===== src/spread_nvm_dev_files_end.sv =====
`timescale 1ns/1ps
`default_nettype none
`default_nettype wire


===== src/spread_nvm_pkg.sv =====
// Package: shared constants and types for the spread and nonvolatile
// program control link, device end and host end.
// Assumes one 200 MHz clock shared by both ends.
package spread_nvm_pkg;

  ////////////////////////////////////////////////////////////////////////////
  // Device register map
  localparam int NUM_BYTES = 27;
  localparam logic [7:0] OFS_LOOP_CTRL = 8'h03;
  localparam logic [7:0] OFS_BUSY = 8'h18;
  localparam logic [7:0] OFS_SPREAD = 8'h19;
  localparam logic [7:0] OFS_RDLEN = 8'h1a;
  localparam int LOOP_BYPASS_BIT = 6;
  localparam int BUSY_BIT = 7;
  localparam int RATE_LSB = 0;
  localparam int SPREAD_LSB = 4;
  localparam int LOCK_BIT = 7;
  localparam int TRIG_BIT = 7;
  localparam logic [7:0] CFG_RESET = 8'h00;
  localparam logic [6:0] RDLEN_DEFAULT = 7'h1b;

  // Spread amount codes, ascending
  localparam logic [2:0] SPREAD_BYPASS = 3'h0;
  localparam logic [2:0] SPREAD_CENTER_0P10 = 3'h1;
  localparam logic [2:0] SPREAD_CENTER_0P25 = 3'h2;
  localparam logic [2:0] SPREAD_CENTER_0P40 = 3'h3;
  localparam logic [2:0] SPREAD_DOWN_1P0 = 3'h4;
  localparam logic [2:0] SPREAD_DOWN_1P5 = 3'h5;
  localparam logic [2:0] SPREAD_DOWN_2P0 = 3'h6;
  localparam logic [2:0] SPREAD_DOWN_3P0 = 3'h7;

  // Timing: one byte of nonvolatile write
  localparam int CLK_PERIOD_PS = 5000;
  localparam int NVM_BYTE_WR_NS = 100;
  localparam int NVM_BYTE_WR_CYC = (NVM_BYTE_WR_NS * 1000 + CLK_PERIOD_PS - 1) / CLK_PERIOD_PS;

  ////////////////////////////////////////////////////////////////////////////
  // Host software registers
  localparam logic [7:0] HOFS_CTRL = 8'h00;
  localparam logic [7:0] HOFS_ADDR = 8'h01;
  localparam logic [7:0] HOFS_WDATA = 8'h02;
  localparam logic [7:0] HOFS_STATUS = 8'h03;
  localparam logic [7:0] HOFS_RDATA = 8'h04;
  localparam logic [7:0] HOFS_IRQ_STAT = 8'h05;
  localparam logic [7:0] HOFS_IRQ_MASK = 8'h06;
  localparam logic [7:0] HOFS_BLK_CNT = 8'h07;
  localparam int HOFS_BLK_BIT = 7;
  localparam int IRQ_DONE_BIT = 0;
  localparam int IRQ_REFUSED_BIT = 1;

  // Host operation codes
  localparam logic [2:0] OP_WRITE = 3'h1;
  localparam logic [2:0] OP_READ = 3'h2;
  localparam logic [2:0] OP_BLOCK = 3'h3;
  localparam logic [2:0] OP_SPREAD = 3'h4;
  localparam logic [2:0] OP_PROGRAM = 3'h5;

  ////////////////////////////////////////////////////////////////////////////
  // State encodings
  typedef enum logic [2:0] {
    D_LOAD = 3'h1,
    D_IDLE = 3'h2,
    D_PROG = 3'h4
  } dev_state_e;

  typedef enum logic [2:0] {
    H_IDLE = 3'h1,
    H_SEND = 3'h2,
    H_WAIT = 3'h4
  } host_state_e;

endpackage : spread_nvm_pkg


===== src/cfg_link_if.sv =====
// Interface: byte-wide register link between host and device.
// Assumes both ends sample it on the same rising clock edge.
`timescale 1ns/1ps
`default_nettype none
interface cfg_link_if;
  logic wr;
  logic rd;
  logic blk;
  logic [7:0] addr;
  logic [7:0] wdata;
  logic [7:0] rdata;
  logic rvalid;
  logic rlast;
  logic ready;

  modport dev (input wr, rd, blk, addr, wdata, output rdata, rvalid, rlast, ready);
  modport host (output wr, rd, blk, addr, wdata, input rdata, rvalid, rlast, ready);
endinterface : cfg_link_if
`default_nettype wire


===== src/spread_nvm_host.sv =====
// Host end: software command registers driving the link, with safe
// spread update and program sequences and a block read buffer.
// Assumes the device end of cfg_link_if on the same clock.
//
// Strobed register access was decided locally.
`timescale 1ns/1ps
`default_nettype none
module spread_nvm_host (
  // Clock and reset
  input wire logic sys_clk_i,
  input wire logic resetn_i,
  // Software port
  input wire logic [7:0] sw_addr_i,
  input wire logic [7:0] sw_wdata_i,
  input wire logic sw_wr_i,
  input wire logic sw_rd_i,
  output logic [7:0] sw_rdata_o,
  // Interrupt
  output logic irq_o,
  // Link to device
  cfg_link_if.host lk
);

  ////////////////////////////////////////////////////////////////////////////
  // State
  typedef struct packed {
    spread_nvm_pkg::host_state_e st;
    logic [2:0] op;
    logic [1:0] step;
    logic [7:0] addr;
    logic [7:0] wdata;
    logic [7:0] shadow;
    logic [7:0] rdata;
    logic [7:0] blk_cnt;
    logic [1:0] irq_stat;
    logic [1:0] irq_mask;
    logic lk_wr;
    logic lk_rd;
    logic lk_blk;
    logic [7:0] lk_addr;
    logic [7:0] lk_wdata;
    logic [7:0] sw_rdata;
  } host_s;

  host_s q_r;
  host_s q_nxt;
  logic [7:0] blk_mem [0:127];

  ////////////////////////////////////////////////////////////////////////////
  // Next-state logic
  always_comb begin
    logic [1:0] set;
    logic [1:0] clr;
    logic done;
    set = 2'b00;
    clr = 2'b00;
    done = 1'b0;
    q_nxt = q_r;
    q_nxt.lk_wr = 1'b0;
    q_nxt.lk_rd = 1'b0;
    q_nxt.lk_blk = 1'b0;

    case (q_r.st)
      spread_nvm_pkg::H_IDLE: begin
        if (sw_wr_i && sw_addr_i == spread_nvm_pkg::HOFS_CTRL) begin
          if (!lk.ready || sw_wdata_i[2:0] == 3'h0 || sw_wdata_i[2:0] > 3'h5 ||
              ((sw_wdata_i[2:0] == spread_nvm_pkg::OP_PROGRAM ||
                (sw_wdata_i[2:0] == spread_nvm_pkg::OP_WRITE &&
                 q_r.addr == spread_nvm_pkg::OFS_RDLEN)) &&
               q_r.wdata[6:0] == 7'h00)) begin
            set[spread_nvm_pkg::IRQ_REFUSED_BIT] = 1'b1;
          end else begin
            q_nxt.op = sw_wdata_i[2:0];
            q_nxt.step = 2'h0;
            q_nxt.st = spread_nvm_pkg::H_SEND;
            q_nxt.blk_cnt = 8'h00;
          end
        end
      end

      // One link command per cycle, chosen by operation and step
      spread_nvm_pkg::H_SEND: begin
        q_nxt.step = q_r.step + 2'h1;
        case (q_r.op)
          spread_nvm_pkg::OP_WRITE: begin
            q_nxt.lk_wr = 1'b1;
            q_nxt.lk_addr = q_r.addr;
            q_nxt.lk_wdata = q_r.wdata;
            done = 1'b1;
          end
          spread_nvm_pkg::OP_READ: begin
            q_nxt.lk_rd = 1'b1;
            q_nxt.lk_addr = q_r.addr;
            q_nxt.st = spread_nvm_pkg::H_WAIT;
          end
          spread_nvm_pkg::OP_BLOCK: begin
            q_nxt.lk_blk = 1'b1;
            q_nxt.st = spread_nvm_pkg::H_WAIT;
          end
          // Loop bypass around the spread byte write
          spread_nvm_pkg::OP_SPREAD: begin
            q_nxt.lk_addr = spread_nvm_pkg::OFS_LOOP_CTRL;
            if (q_r.step == 2'h0) begin
              q_nxt.lk_rd = 1'b1;
              q_nxt.st = spread_nvm_pkg::H_WAIT;
            end else if (q_r.step == 2'h1) begin
              q_nxt.lk_wr = 1'b1;
              q_nxt.lk_wdata = q_r.shadow | (8'h01 << spread_nvm_pkg::LOOP_BYPASS_BIT);
            end else if (q_r.step == 2'h2) begin
              q_nxt.lk_wr = 1'b1;
              q_nxt.lk_addr = spread_nvm_pkg::OFS_SPREAD;
              q_nxt.lk_wdata = q_r.wdata;
            end else begin
              q_nxt.lk_wr = 1'b1;
              q_nxt.lk_wdata = q_r.shadow & ~(8'h01 << spread_nvm_pkg::LOOP_BYPASS_BIT);
              done = 1'b1;
            end
          end
          // Trigger low then high, then poll busy with reads only
          default: begin
            if (q_r.step == 2'h2) begin
              q_nxt.lk_rd = 1'b1;
              q_nxt.lk_addr = spread_nvm_pkg::OFS_BUSY;
              q_nxt.step = q_r.step;
              q_nxt.st = spread_nvm_pkg::H_WAIT;
            end else begin
              q_nxt.lk_wr = 1'b1;
              q_nxt.lk_addr = spread_nvm_pkg::OFS_RDLEN;
              q_nxt.lk_wdata = {q_r.step[0], q_r.wdata[6:0]};
            end
          end
        endcase
      end

      // Collect read answers
      spread_nvm_pkg::H_WAIT: begin
        if (lk.rvalid) begin
          q_nxt.rdata = lk.rdata;
          q_nxt.blk_cnt = q_r.blk_cnt + 8'h01;
          if (lk.rlast) begin
            if (q_r.op == spread_nvm_pkg::OP_SPREAD) begin
              q_nxt.shadow = lk.rdata;
              q_nxt.st = spread_nvm_pkg::H_SEND;
            end else if (q_r.op == spread_nvm_pkg::OP_PROGRAM &&
                         lk.rdata[spread_nvm_pkg::BUSY_BIT]) begin
              q_nxt.st = spread_nvm_pkg::H_SEND;
            end else begin
              done = 1'b1;
            end
          end
        end
      end

      default: begin
        q_nxt.st = spread_nvm_pkg::H_IDLE;
      end
    endcase

    if (done) begin
      q_nxt.st = spread_nvm_pkg::H_IDLE;
      set[spread_nvm_pkg::IRQ_DONE_BIT] = 1'b1;
    end

    // Software writes to plain registers
    if (sw_wr_i) begin
      if (sw_addr_i == spread_nvm_pkg::HOFS_ADDR) begin
        q_nxt.addr = sw_wdata_i;
      end else if (sw_addr_i == spread_nvm_pkg::HOFS_WDATA) begin
        q_nxt.wdata = sw_wdata_i;
      end else if (sw_addr_i == spread_nvm_pkg::HOFS_IRQ_STAT) begin
        clr = sw_wdata_i[1:0];
      end else if (sw_addr_i == spread_nvm_pkg::HOFS_IRQ_MASK) begin
        q_nxt.irq_mask = sw_wdata_i[1:0];
      end
    end
    // Set wins over write-one clear
    q_nxt.irq_stat = (q_r.irq_stat & ~clr) | set;

    // Read data, valid the cycle after the read strobe
    q_nxt.sw_rdata = 8'h00;
    if (sw_rd_i) begin
      if (sw_addr_i[spread_nvm_pkg::HOFS_BLK_BIT]) begin
        q_nxt.sw_rdata = blk_mem[sw_addr_i[6:0]];
      end else if (sw_addr_i == spread_nvm_pkg::HOFS_ADDR) begin
        q_nxt.sw_rdata = q_r.addr;
      end else if (sw_addr_i == spread_nvm_pkg::HOFS_WDATA) begin
        q_nxt.sw_rdata = q_r.wdata;
      end else if (sw_addr_i == spread_nvm_pkg::HOFS_STATUS) begin
        q_nxt.sw_rdata = {6'h00, lk.ready, q_r.st != spread_nvm_pkg::H_IDLE};
      end else if (sw_addr_i == spread_nvm_pkg::HOFS_RDATA) begin
        q_nxt.sw_rdata = q_r.rdata;
      end else if (sw_addr_i == spread_nvm_pkg::HOFS_IRQ_STAT) begin
        q_nxt.sw_rdata = {6'h00, q_r.irq_stat};
      end else if (sw_addr_i == spread_nvm_pkg::HOFS_IRQ_MASK) begin
        q_nxt.sw_rdata = {6'h00, q_r.irq_mask};
      end else if (sw_addr_i == spread_nvm_pkg::HOFS_BLK_CNT) begin
        q_nxt.sw_rdata = q_r.blk_cnt;
      end
    end
  end

  ////////////////////////////////////////////////////////////////////////////
  // State register
  always_ff @(posedge sys_clk_i or negedge resetn_i) begin
    if (!resetn_i) begin
      q_r <= '{st: spread_nvm_pkg::H_IDLE, default: '0};
    end else begin
      q_r <= q_nxt;
    end
  end

  // Block read buffer, indexed by arrival order
  always_ff @(posedge sys_clk_i) begin
    if (q_r.st == spread_nvm_pkg::H_WAIT && lk.rvalid) begin
      blk_mem[q_r.blk_cnt[6:0]] <= lk.rdata;
    end
  end

  ////////////////////////////////////////////////////////////////////////////
  // Outputs
  assign lk.wr = q_r.lk_wr;
  assign lk.rd = q_r.lk_rd;
  assign lk.blk = q_r.lk_blk;
  assign lk.addr = q_r.lk_addr;
  assign lk.wdata = q_r.lk_wdata;
  assign sw_rdata_o = q_r.sw_rdata;
  assign irq_o = |(q_r.irq_stat & q_r.irq_mask);

endmodule : spread_nvm_host
`default_nettype wire


===== src/flat_wrapper.sv =====
// flat-port wrapper written by rule: the top's interface ports become plain ports
module spread_nvm_host_flat 
  (sys_clk_i, resetn_i, sw_addr_i, sw_wdata_i, sw_wr_i, sw_rd_i, sw_rdata_o, irq_o, lk_wr, lk_rd, lk_blk, lk_addr, lk_wdata, lk_rdata, lk_rvalid, lk_rlast, lk_ready);
  cfg_link_if lk_i ();
  input wire logic sys_clk_i;
  input wire logic resetn_i;
  input wire logic [7:0] sw_addr_i;
  input wire logic [7:0] sw_wdata_i;
  input wire logic sw_wr_i;
  input wire logic sw_rd_i;
  output logic [7:0] sw_rdata_o;
  output logic irq_o;
  output wire logic [$bits(lk_i.wr)-1:0] lk_wr;
  output wire logic [$bits(lk_i.rd)-1:0] lk_rd;
  output wire logic [$bits(lk_i.blk)-1:0] lk_blk;
  output wire logic [$bits(lk_i.addr)-1:0] lk_addr;
  output wire logic [$bits(lk_i.wdata)-1:0] lk_wdata;
  input wire logic [$bits(lk_i.rdata)-1:0] lk_rdata;
  input wire logic [$bits(lk_i.rvalid)-1:0] lk_rvalid;
  input wire logic [$bits(lk_i.rlast)-1:0] lk_rlast;
  input wire logic [$bits(lk_i.ready)-1:0] lk_ready;
  assign lk_wr = lk_i.wr;
  assign lk_rd = lk_i.rd;
  assign lk_blk = lk_i.blk;
  assign lk_addr = lk_i.addr;
  assign lk_wdata = lk_i.wdata;
  assign lk_i.rdata = lk_rdata;
  assign lk_i.rvalid = lk_rvalid;
  assign lk_i.rlast = lk_rlast;
  assign lk_i.ready = lk_ready;
  spread_nvm_host u_core (.sys_clk_i(sys_clk_i), .resetn_i(resetn_i), .sw_addr_i(sw_addr_i), .sw_wdata_i(sw_wdata_i), .sw_wr_i(sw_wr_i), .sw_rd_i(sw_rd_i), .sw_rdata_o(sw_rdata_o), .irq_o(irq_o), .lk(lk_i));
endmodule

===== config.mk =====
export PLATFORM = sky130hd
export DESIGN_NAME = spread_nvm_host_flat
export DESIGN_NICKNAME = d
export VERILOG_FILES = /design/src/spread_nvm_dev_files_end.sv /design/src/spread_nvm_pkg.sv /design/src/cfg_link_if.sv /design/src/spread_nvm_host.sv /design/src/flat_wrapper.sv
export SDC_FILE = /design/constraint.sdc
export NUM_CORES = 1
export LEC_CHECK = 0
export ABC_CLOCK_PERIOD_IN_PS = 3300
export BUFFER_PORTS_ARGS = -buffer_cell sky130_fd_sc_hd__buf_4
export CORE_MARGIN = 5
export CORE_UTILIZATION = 60
export DETAILED_ROUTE_END_ITERATION = 8
export PLACE_DENSITY = 0.76
export SLEW_MARGIN = 10
export SYNTH_ARGS = -nofsm -noshare
export SYNTH_HDL_FRONTEND = slang
export SYNTH_SLANG_ARGS = --single-unit
export TNS_END_PERCENT = 20

===== constraint.sdc =====
create_clock -name sys_clk_i -period 3.3 [get_ports sys_clk_i]
set_clock_uncertainty 0.1 [all_clocks]
set_input_delay 0.66 -clock sys_clk_i [delete_from_list [all_inputs] [get_ports sys_clk_i]]
set_output_delay 0.66 -clock sys_clk_i [all_outputs]
set_load 0.01 [all_outputs]

## Word-level counts from Yosys, hierarchy flattened

Memories as Yosys holds them, arrays and structs flattened.
Cells that the tools add are included.

| storage, ports and cells | value |
|---|---|
| output and inout bits | 28 |
| register bits after elaboration | 79 |
| memories kept | 1 |
| memory bits (writable) | 1,024 |

Memory list:

| memory | depth | bits a word | rd ports | clocked after memory_dff | wr ports | RTL line | text |
|---|---|---|---|---|---|---|---|
| u_core.blk_mem | 128 | 8 | 1 | 0 | 1 | spread_nvm_host.sv:47 | `logic [7:0] blk_mem [0:127];` |

| cells by class | value |
|---|---|
| mux-type cells | 62 |
| reduce and logical (&&, ||, !) cells | 32 |
| add/subtract/negate cells | 2 |
| order comparisons | 1 |
| equality and inequality tests | 35 |
| bitwise operators | 10 |

Operators by type and width:

| cell | count |
|---|---|
| $mux 8 | 18 |
| $pmux 8 s3 | 2 |
| $eq 8x3->1 const B | 4 |
| $mux 3 | 7 |
| $mux 19 | 1 |
| $pmux 3 s3 | 2 |
| $mux 1 | 17 |
| $eq 8x2->1 const B | 2 |
| $mux 16 | 1 |
| $pmux 8 s2 | 1 |
| $reduce_and 4->1 | 4 |
| $mux 2 | 7 |
| $eq 3x3->1 const B | 4 |
| $eq 3x1->1 const B | 3 |
| $eq 3x2->1 const B | 3 |
| $ne 3x2->1 const B | 3 |
| $ne 3x3->1 const B | 3 |
| $add 8x1->8 const B | 1 |
| $eq 8x1->1 const B | 1 |
| $eq 8x5->1 const B | 1 |
| $logic_not 8->1 | 1 |
| $reduce_and 8->1 | 1 |
| $reduce_or 2->1 | 4 |
| $logic_not 7->1 | 1 |
| other kinds (28) | 50 |

## Logic depth before layout (Yosys ltp)

Gate-level depths: netlist (run 1).

| logic depth | value |
|---|---|
| word-level depth | 10 |
| gate-level depth with buffers | 13 |
| gate-level depth less buffers | 8 |

## Least setup slack after synthesis (run 1)

No wires, ideal clock.

| path | value |
|---|---|
| kind | input to register |
| start | input sw_addr_i[0] |
| end | register u_core.q_r (netlist bit u_core.sw_rdata_o[4]) |
| arrival | 2.744 ns |
| cell stages on the path | 8 |
| path buffers | 2 |
| path slack | 0.336 ns |
| data required time | 3.080 ns |
| setup time | 0.120 ns |
| cells stage by stage | buf_6 buf_6 mux4_2 mux4_2 mux2_2 a2111oi_0 o21ai_1 and4_1 |

RTL lines:

| what | RTL line | text |
|---|---|---|
| start, declared | flat_wrapper.sv:7 | `input wire logic [7:0] sw_addr_i;` |
| end signal, assigned | spread_nvm_host.sv:208 | `q_r <= q_nxt;` |
| end, declared | spread_nvm_host.sv:45 | `host_s q_r;` |

## Worst setup path after layout (run 1)

| path | value |
|---|---|
| start | register u_core.q_r[35] (netlist name) |
| end | memory u_core.blk_mem[65][3], enable pin |

RTL lines:

| what | RTL line |
|---|---|
| end, declared | spread_nvm_host.sv:47 |

No word-level cell before the write port.

==> impl_metrics.toml, run 1 <==
[run_status]
status = "finished clean"

[worst_setup_path]
slowest_stage = "nor2_1"
path_cells = "buf_4, nor2_1, nand2_1, nor2_1, buf_4"
required_ps = 3570
cp_max_fo = 8
slowest_delay_ps = 580
criticalPathCategory = "reg -> reg"
arrival_ps = 3100
crit_path_start_kind = "flop"
end_kind = "flop"
crit_family = "simple AND/OR/NAND/NOR gates"
critPathBufInv = 2

[clock_network]
cts_made_buffers = 107
hold_buffers = 0
clk_path_buf_depth = 3
post_cts_buffers = 0
root_buffer = "clkbuf_16"
cts_resized = 0
cts.sinks = 1102
clock_latency_ps = 680
clk_pin_slew_ps = 60
cts_tree = "done"
cts.htree.levels = 3

[placement]
post-dp-hpwl_um = 74000
io_buffer_count = 58
globalplace.congestion = 0.979

[synth]
yosys_most_used_dff = "edfxtp_1"
synth_warnings = 0
synth_cell_type_count = 59
ys_ff_latch = 1102
synth_cells = 2350
synth_area_um2 = 43800
syn_nets = 2387
async_flop_share = 0.0708
ys_seq_area_frac = 0.747
avgSynthCellArea_um2 = 18.6
synth_edf_count = 1024

[routing]
detail_route.wl_per_cell_um = 31.2
vias = 24921
via_per_inst = 6.73
drt_iter0_markers = 3571
drtPass1Iterations = 8
drc = 0
finalWirelength_um = 115000
antenna_left = 0

[grt]
overflow = 0
antenna_found_initial = 2
grt_max_degree = 88
grt_pass1_vias = 25204
grt_pass1_wl_um = 169000
grt_usage = 0.295

[run]
drv_cap = 0

[cells_and_area]
mostFrequentLayoutCells = "edfxtp_1, buf_4, mux4_2"
fin_nets = 2696
n_antenna_cell = 0
drive_above_1_share = 0.264
syn_to_final_growth_pct = 15.6
final_common_cell = "edfxtp_1"
nFillCells = 4335

[min_path]
hp-class = "in -> async"

[sta]
tightest_slew_ps = 1250
finalMaxSlewViolations = 0
period_share = 0.856
fmax_ghz = 0.354
hold_slack_ps = 46.4
slew_headroom = 0.154
tns_ps = 0
hold_violations = 0
period_needed_ps = 2830
rsz0062_at_grt = "false"
setup_viol_count_final = 0

[floorplanning]
start_util = 0.602
dieWidth_um = 280
die_h_um = 280
placementRows = 99
dieArea_um2 = 78500
core_area_um2 = 72700
io_pins = 59

[power]
powerDensity_nw_per_um2 = 565
max-vdd-ir-drop_mv = 0.546
p_leak_uw = 0.0174
synthesized netlist by cell type (6+ instances only):
cell / n / area (um2)
edfxtp_1: 1024 / 30700
mux4_2: 202 / 4550
nor2_1: 169 / 634
mux2i_1: 154 / 1540
nand2_1: 115 / 432
dfrtp_1: 77 / 1930
clkbuf_1: 68 / 255
a22oi_1: 58 / 435
a21oi_1: 52 / 260
buf_4: 39 / 293
buf_2: 31 / 155
o21ai_1: 31 / 155
nand3_1: 30 / 150
mux2_1: 25 / 282
a22o_1: 24 / 210
nor2b_1: 24 / 150
a31oi_1: 20 / 125
a211oi_1: 14 / 105
nand2b_1: 14 / 87.6
o21ai_0: 14 / 70.1
o221ai_1: 14 / 123
buf_1: 12 / 45.0
nand4_1: 11 / 68.8
nor3_1: 11 / 55.1
o22ai_1: 11 / 68.8
o211ai_1: 10 / 75.1
o2111ai_1: 8 / 70.1
a221oi_1: 7 / 61.3
and3_1: 7 / 43.8
inv_1: 7 / 26.3
ha_1: 6 / 75.1
metal layers:
layer,vias to the layer above,global-route usage,part of all wire
li1,10089,-,-
met1,12627,0.404,0.35
met2,1838,0.468,0.48
met3,365,0.0728,0.12
met4,2,0.119,0.050
met5,-,0,0.00011
logic make-up (layout without fill, tap and decap cells):
kind of cell / Yosys count / in the layout / share of synthesized area
AO/OA/AOI/OAI: 276 / 276 / 0.0427
XOR/XNOR: 8 / 8 / 0.00160
adder cells (fa/ha/maj): 6 / 6 / 0.00171
buffers and inverters: 165 / 558 / 0.0192
flip-flops: 1102 / 1102 / 0.747
multiplexers: 384 / 384 / 0.146
AND/OR/NAND/NOR: 409 / 409 / 0.0418
final cells by class:
cell class,instances,area (um2),area share
clock inverters,49,407,0.00803
multi-input cells,1083,10300,0.203
clock buffers,144,2970,0.0587
well taps,959,1200,0.0237
flip-flops and latches,1102,32700,0.646
inverters,10,37.5,0.000742
repair buffers,355,3030,0.0599
flip-flops by register name, summed over array words and instances, names as in the netlist:
register	flops
u_core.lk.wr	1
u_core.lk.addr	8
u_core.lk.wdata	8
u_core.lk.rd	1
u_core.q_r	51
u_core.lk.blk	1
u_core.blk_mem	1024
u_core.sw_rdata_o	8
through the flow:
| step | util | std cells | cell area, um2 | power, uW | setup WS [ps] |
|---|---|---|---|---|---|
| after floorplan | - | 2350 | 43800 | 16300 | 336 |
| after global placement | 0.650 | 3509 | 47200 | 17100 | -64.6 |
| after detailed placement | 0.650 | 3509 | 47200 | 17100 | -65.6 |
| after CTS | 0.696 | 3702 | 50600 | 28700 | 582 |
| after global routing | 0.696 | 3702 | 50600 | 29400 | 407 |
| final | 0.696 | 3702 | 50600 | 28600 | 474 |
final timing paths:
kind | from | endpoint | slack [ps] | depth (start not counted)
max | u_core.q_r[35]$_DFFE_PN0P_ | u_core.blk_mem[65][3]$_DFFE_PP_ | 470 | 5
min | resetn_i | u_core.q_r[78]$_DFFE_PN0P_ | 50 | 1
max reg2reg | u_core.q_r[35]$_DFFE_PN0P_ | u_core.blk_mem[65][3]$_DFFE_PP_ | 470 | 5
min reg2reg | u_core.q_r[43]$_DFFE_PN0P_ | u_core.q_r[43]$_DFFE_PN0P_ | 390 | 2
max in group asynchronous | resetn_i | u_core.sw_rdata_o[4]$_DFF_PN0_ | 2370 | 1
min in group sys_clk_i | sw_wdata_i[5] | u_core.q_r[60]$_DFFE_PN0P_ | 110 | 2
where the power goes:
group | internal [uW] | switching (uW) | total (uW)
sequential | 15300 | 31.9 | 15300
combinational | 581 | 955 | 1540
clock | 6690 | 5080 | 11800
No activity file was read; power rests on OpenSTA's default activity.
==> run 2, diff against run 1 <==
Settings changed: CORE_ASPECT_RATIO set to 0.6.
==> impl_metrics.toml, run 2 (synthesis gave the netlist of run 1 again) <==
[run_status]
status = "finished clean"

[grt]
grt_pass1_wl_um = 173000
grtUsageMet2 = 0.426
grt.busiest_layer = "met1"
met1_usage = 0.465
met3_usage = 0.132
grt_max_degree = 131
grt_pass1_vias = 24493
antenna_found_initial = 6
overflow = 0
grt_usage = 0.310

[sta]
fmax_ghz = 0.345
period_share = 0.879
period_needed_ps = 2900
setup_viol_count_final = 0
tightest_slew_ps = 1180
finalMaxSlewViolations = 0
slew_headroom = 0.205
rsz0062_at_grt = "false"
hold_violations = 0

[worst_setup_path]
critPathBufInv = 3
arrival_ps = 3340
crit_path_frequent_cell = "buf_12"
r2r-end = "u_core.blk_mem[12][1]$_DFFE_PP_"
crit_end = "u_core.sw_rdata_o[1]$_DFF_PN0_"
path_cells = "buf_8, buf_12, buf_12, mux4_2, a22o_1, o21ai_0, o211ai_1, nand4_1, a21oi_1"
end_kind = "flop"
reg2reg_depth = 6
reg2reg_from = "u_core.q_r[77]$_DFFE_PN0P_"
slowest_stage = "mux4_2"
startpoint = "sw_addr_i[0]"
required_ps = 3740
cp.depth = 9
crit_family = "compound AO/OA/AOI/OAI gates"
crit_path_start_kind = "input port"
criticalPathCategory = "in -> reg"
r2r_setup_slack_ps = 550
slowest_delay_ps = 540
cp_max_fo = 34

[placement]
io_buffer_count = 58
dp.cells = 3497
globalplace.congestion = 0.951
post-dp-hpwl_um = 76500

[run]
drv_cap = 0

[power]
switching_share = 0.214
internal_power_uw = 22300
p_clk_frac = 0.404
power_frac_seq = 0.541
p_leak_uw = 0.0170
powerDensity_nw_per_um2 = 564
power.switching_uw = 6050
power_frac_comb = 0.055
max-vdd-ir-drop_mv = 0.456

[floorplanning]
placementRows = 76
start_util = 0.608
core_area_um2 = 72100
die_h_um = 219
dieWidth_um = 359
io_pins = 59
dieArea_um2 = 78700

[clock_network]
hold_buffers = 0
root_buffer = "clkbuf_16"
clock_latency_ps = 690
cts_resized = 0
post_cts_buffers = 0
clk_path_buf_depth = 3
cts.sinks = 1102
cts_tree = "done"
cts.htree.levels = 3
clk_pin_slew_ps = 70
cts_made_buffers = 93

[cells_and_area]
final_util = 0.696
largest_reg_flops = 1024
final_cells = 3671
final_common_cell = "edfxtp_1"
nFillCells = 4408
fin_nets = 2654
mostFrequentLayoutCells = "edfxtp_1, buf_4, mux4_2"
syn_to_final_growth_pct = 14.5
drive_above_1_share = 0.252

[routing]
drt_iter0_markers = 4401
detail_route.wl_per_cell_um = 32.5
drtPass1Iterations = 6
vias = 25289
finalWirelength_um = 119000
drc = 0
via_per_inst = 6.89
antenna_left = 0

[min_path]
hp-class = "in -> async"
run 2: cell types whose count changed in the layout (fill, tap and decap cells not counted), moves of 4 or more:
cell,previous run,this run
clkinv_2,19,9
clkinvlp_4,1,9
clkbuf_1,25,19
buf_12,28,23
clkbuf_8,9,0
bufinv_16,5,14
buf_4,325,302
clkbuf_16,110,95
inv_6,4,0
run 2: worst reg2reg max path: stages, from the launching register on:
cell	delay, ps
dfrtp_1	450
nor2_1	200
and3_1	220
buf_4	220
nand3_1	110
buf_4	300
nor2_1	760
run 2: layout make-up:
class / instances / area (um2) / share of cell area
Antenna cell: 3 / 7.51 / 0.000150
Sequential cell: 1102 / 32700 / 0.652
Tap cell: 975 / 1220 / 0.0243
Timing Repair Buffer: 327 / 2760 / 0.0550
Multi-Input combinational cell: 1083 / 10300 / 0.205
Clock inverter: 57 / 711 / 0.0142
Inverter: 10 / 37.5 / 0.000748
Clock buffer: 114 / 2450 / 0.0488
run 2: power by group through the flow:
| stage | Combinational [uW] | Clock [uW] | Sequential, uW |
|---|---|---|---|
| after global routing | 1610 | 12200 | 15300 |
| after detailed placement | 1500 | 0 | 15600 |
| final | 1560 | 11400 | 15300 |
| after CTS | 1520 | 11500 | 15300 |
| after global placement | 1480 | 0 | 15600 |
| after floorplan | 724 | 0 | 15600 |
run 2: worst min path at each step:
stage                                    start                             to  slack, ps
finish                                resetn_i     u_core.q_r[75]$_DFFE_PN0P_         70
global route                     sw_wdata_i[5]     u_core.q_r[68]$_DFFE_PN0P_        120
CTS                                   resetn_i     u_core.q_r[31]$_DFFE_PN0P_         80
detailed placement  u_core.q_r[41]$_DFFE_PN0P_     u_core.q_r[41]$_DFFE_PN0P_        370
global placement    u_core.q_r[40]$_DFFE_PN0P_     u_core.q_r[40]$_DFFE_PN0P_        350
floorplan                             resetn_i  u_core.lk.addr[0]$_DFFE_PN0P_        260
run 2: layer usage:
| layer | routed length [um] | share of wire | vias up |
|---|---|---|---|
| li1 | - | - | 9996 |
| met1 | 46300 | 0.39 | 12946 |
| met2 | 50500 | 0.42 | 2091 |
| met3 | 19400 | 0.16 | 250 |
| met4 | 3080 | 0.026 | 6 |
| met5 | 47 | 0.00039 | - |
run 2: through the flow:
step	total power, uW	hold WS, ps	worst slack (ps)	TNS, ps	area [um2]
after floorplan	16300	264	336	0	43800
after detailed placement	17100	367	-146	-467	47000
after CTS	28300	81.7	558	0	50100
after global placement	17100	353	-163	-377	47000
after global routing	29100	122	444	0	50100
final	28300	72.0	400	0	50200
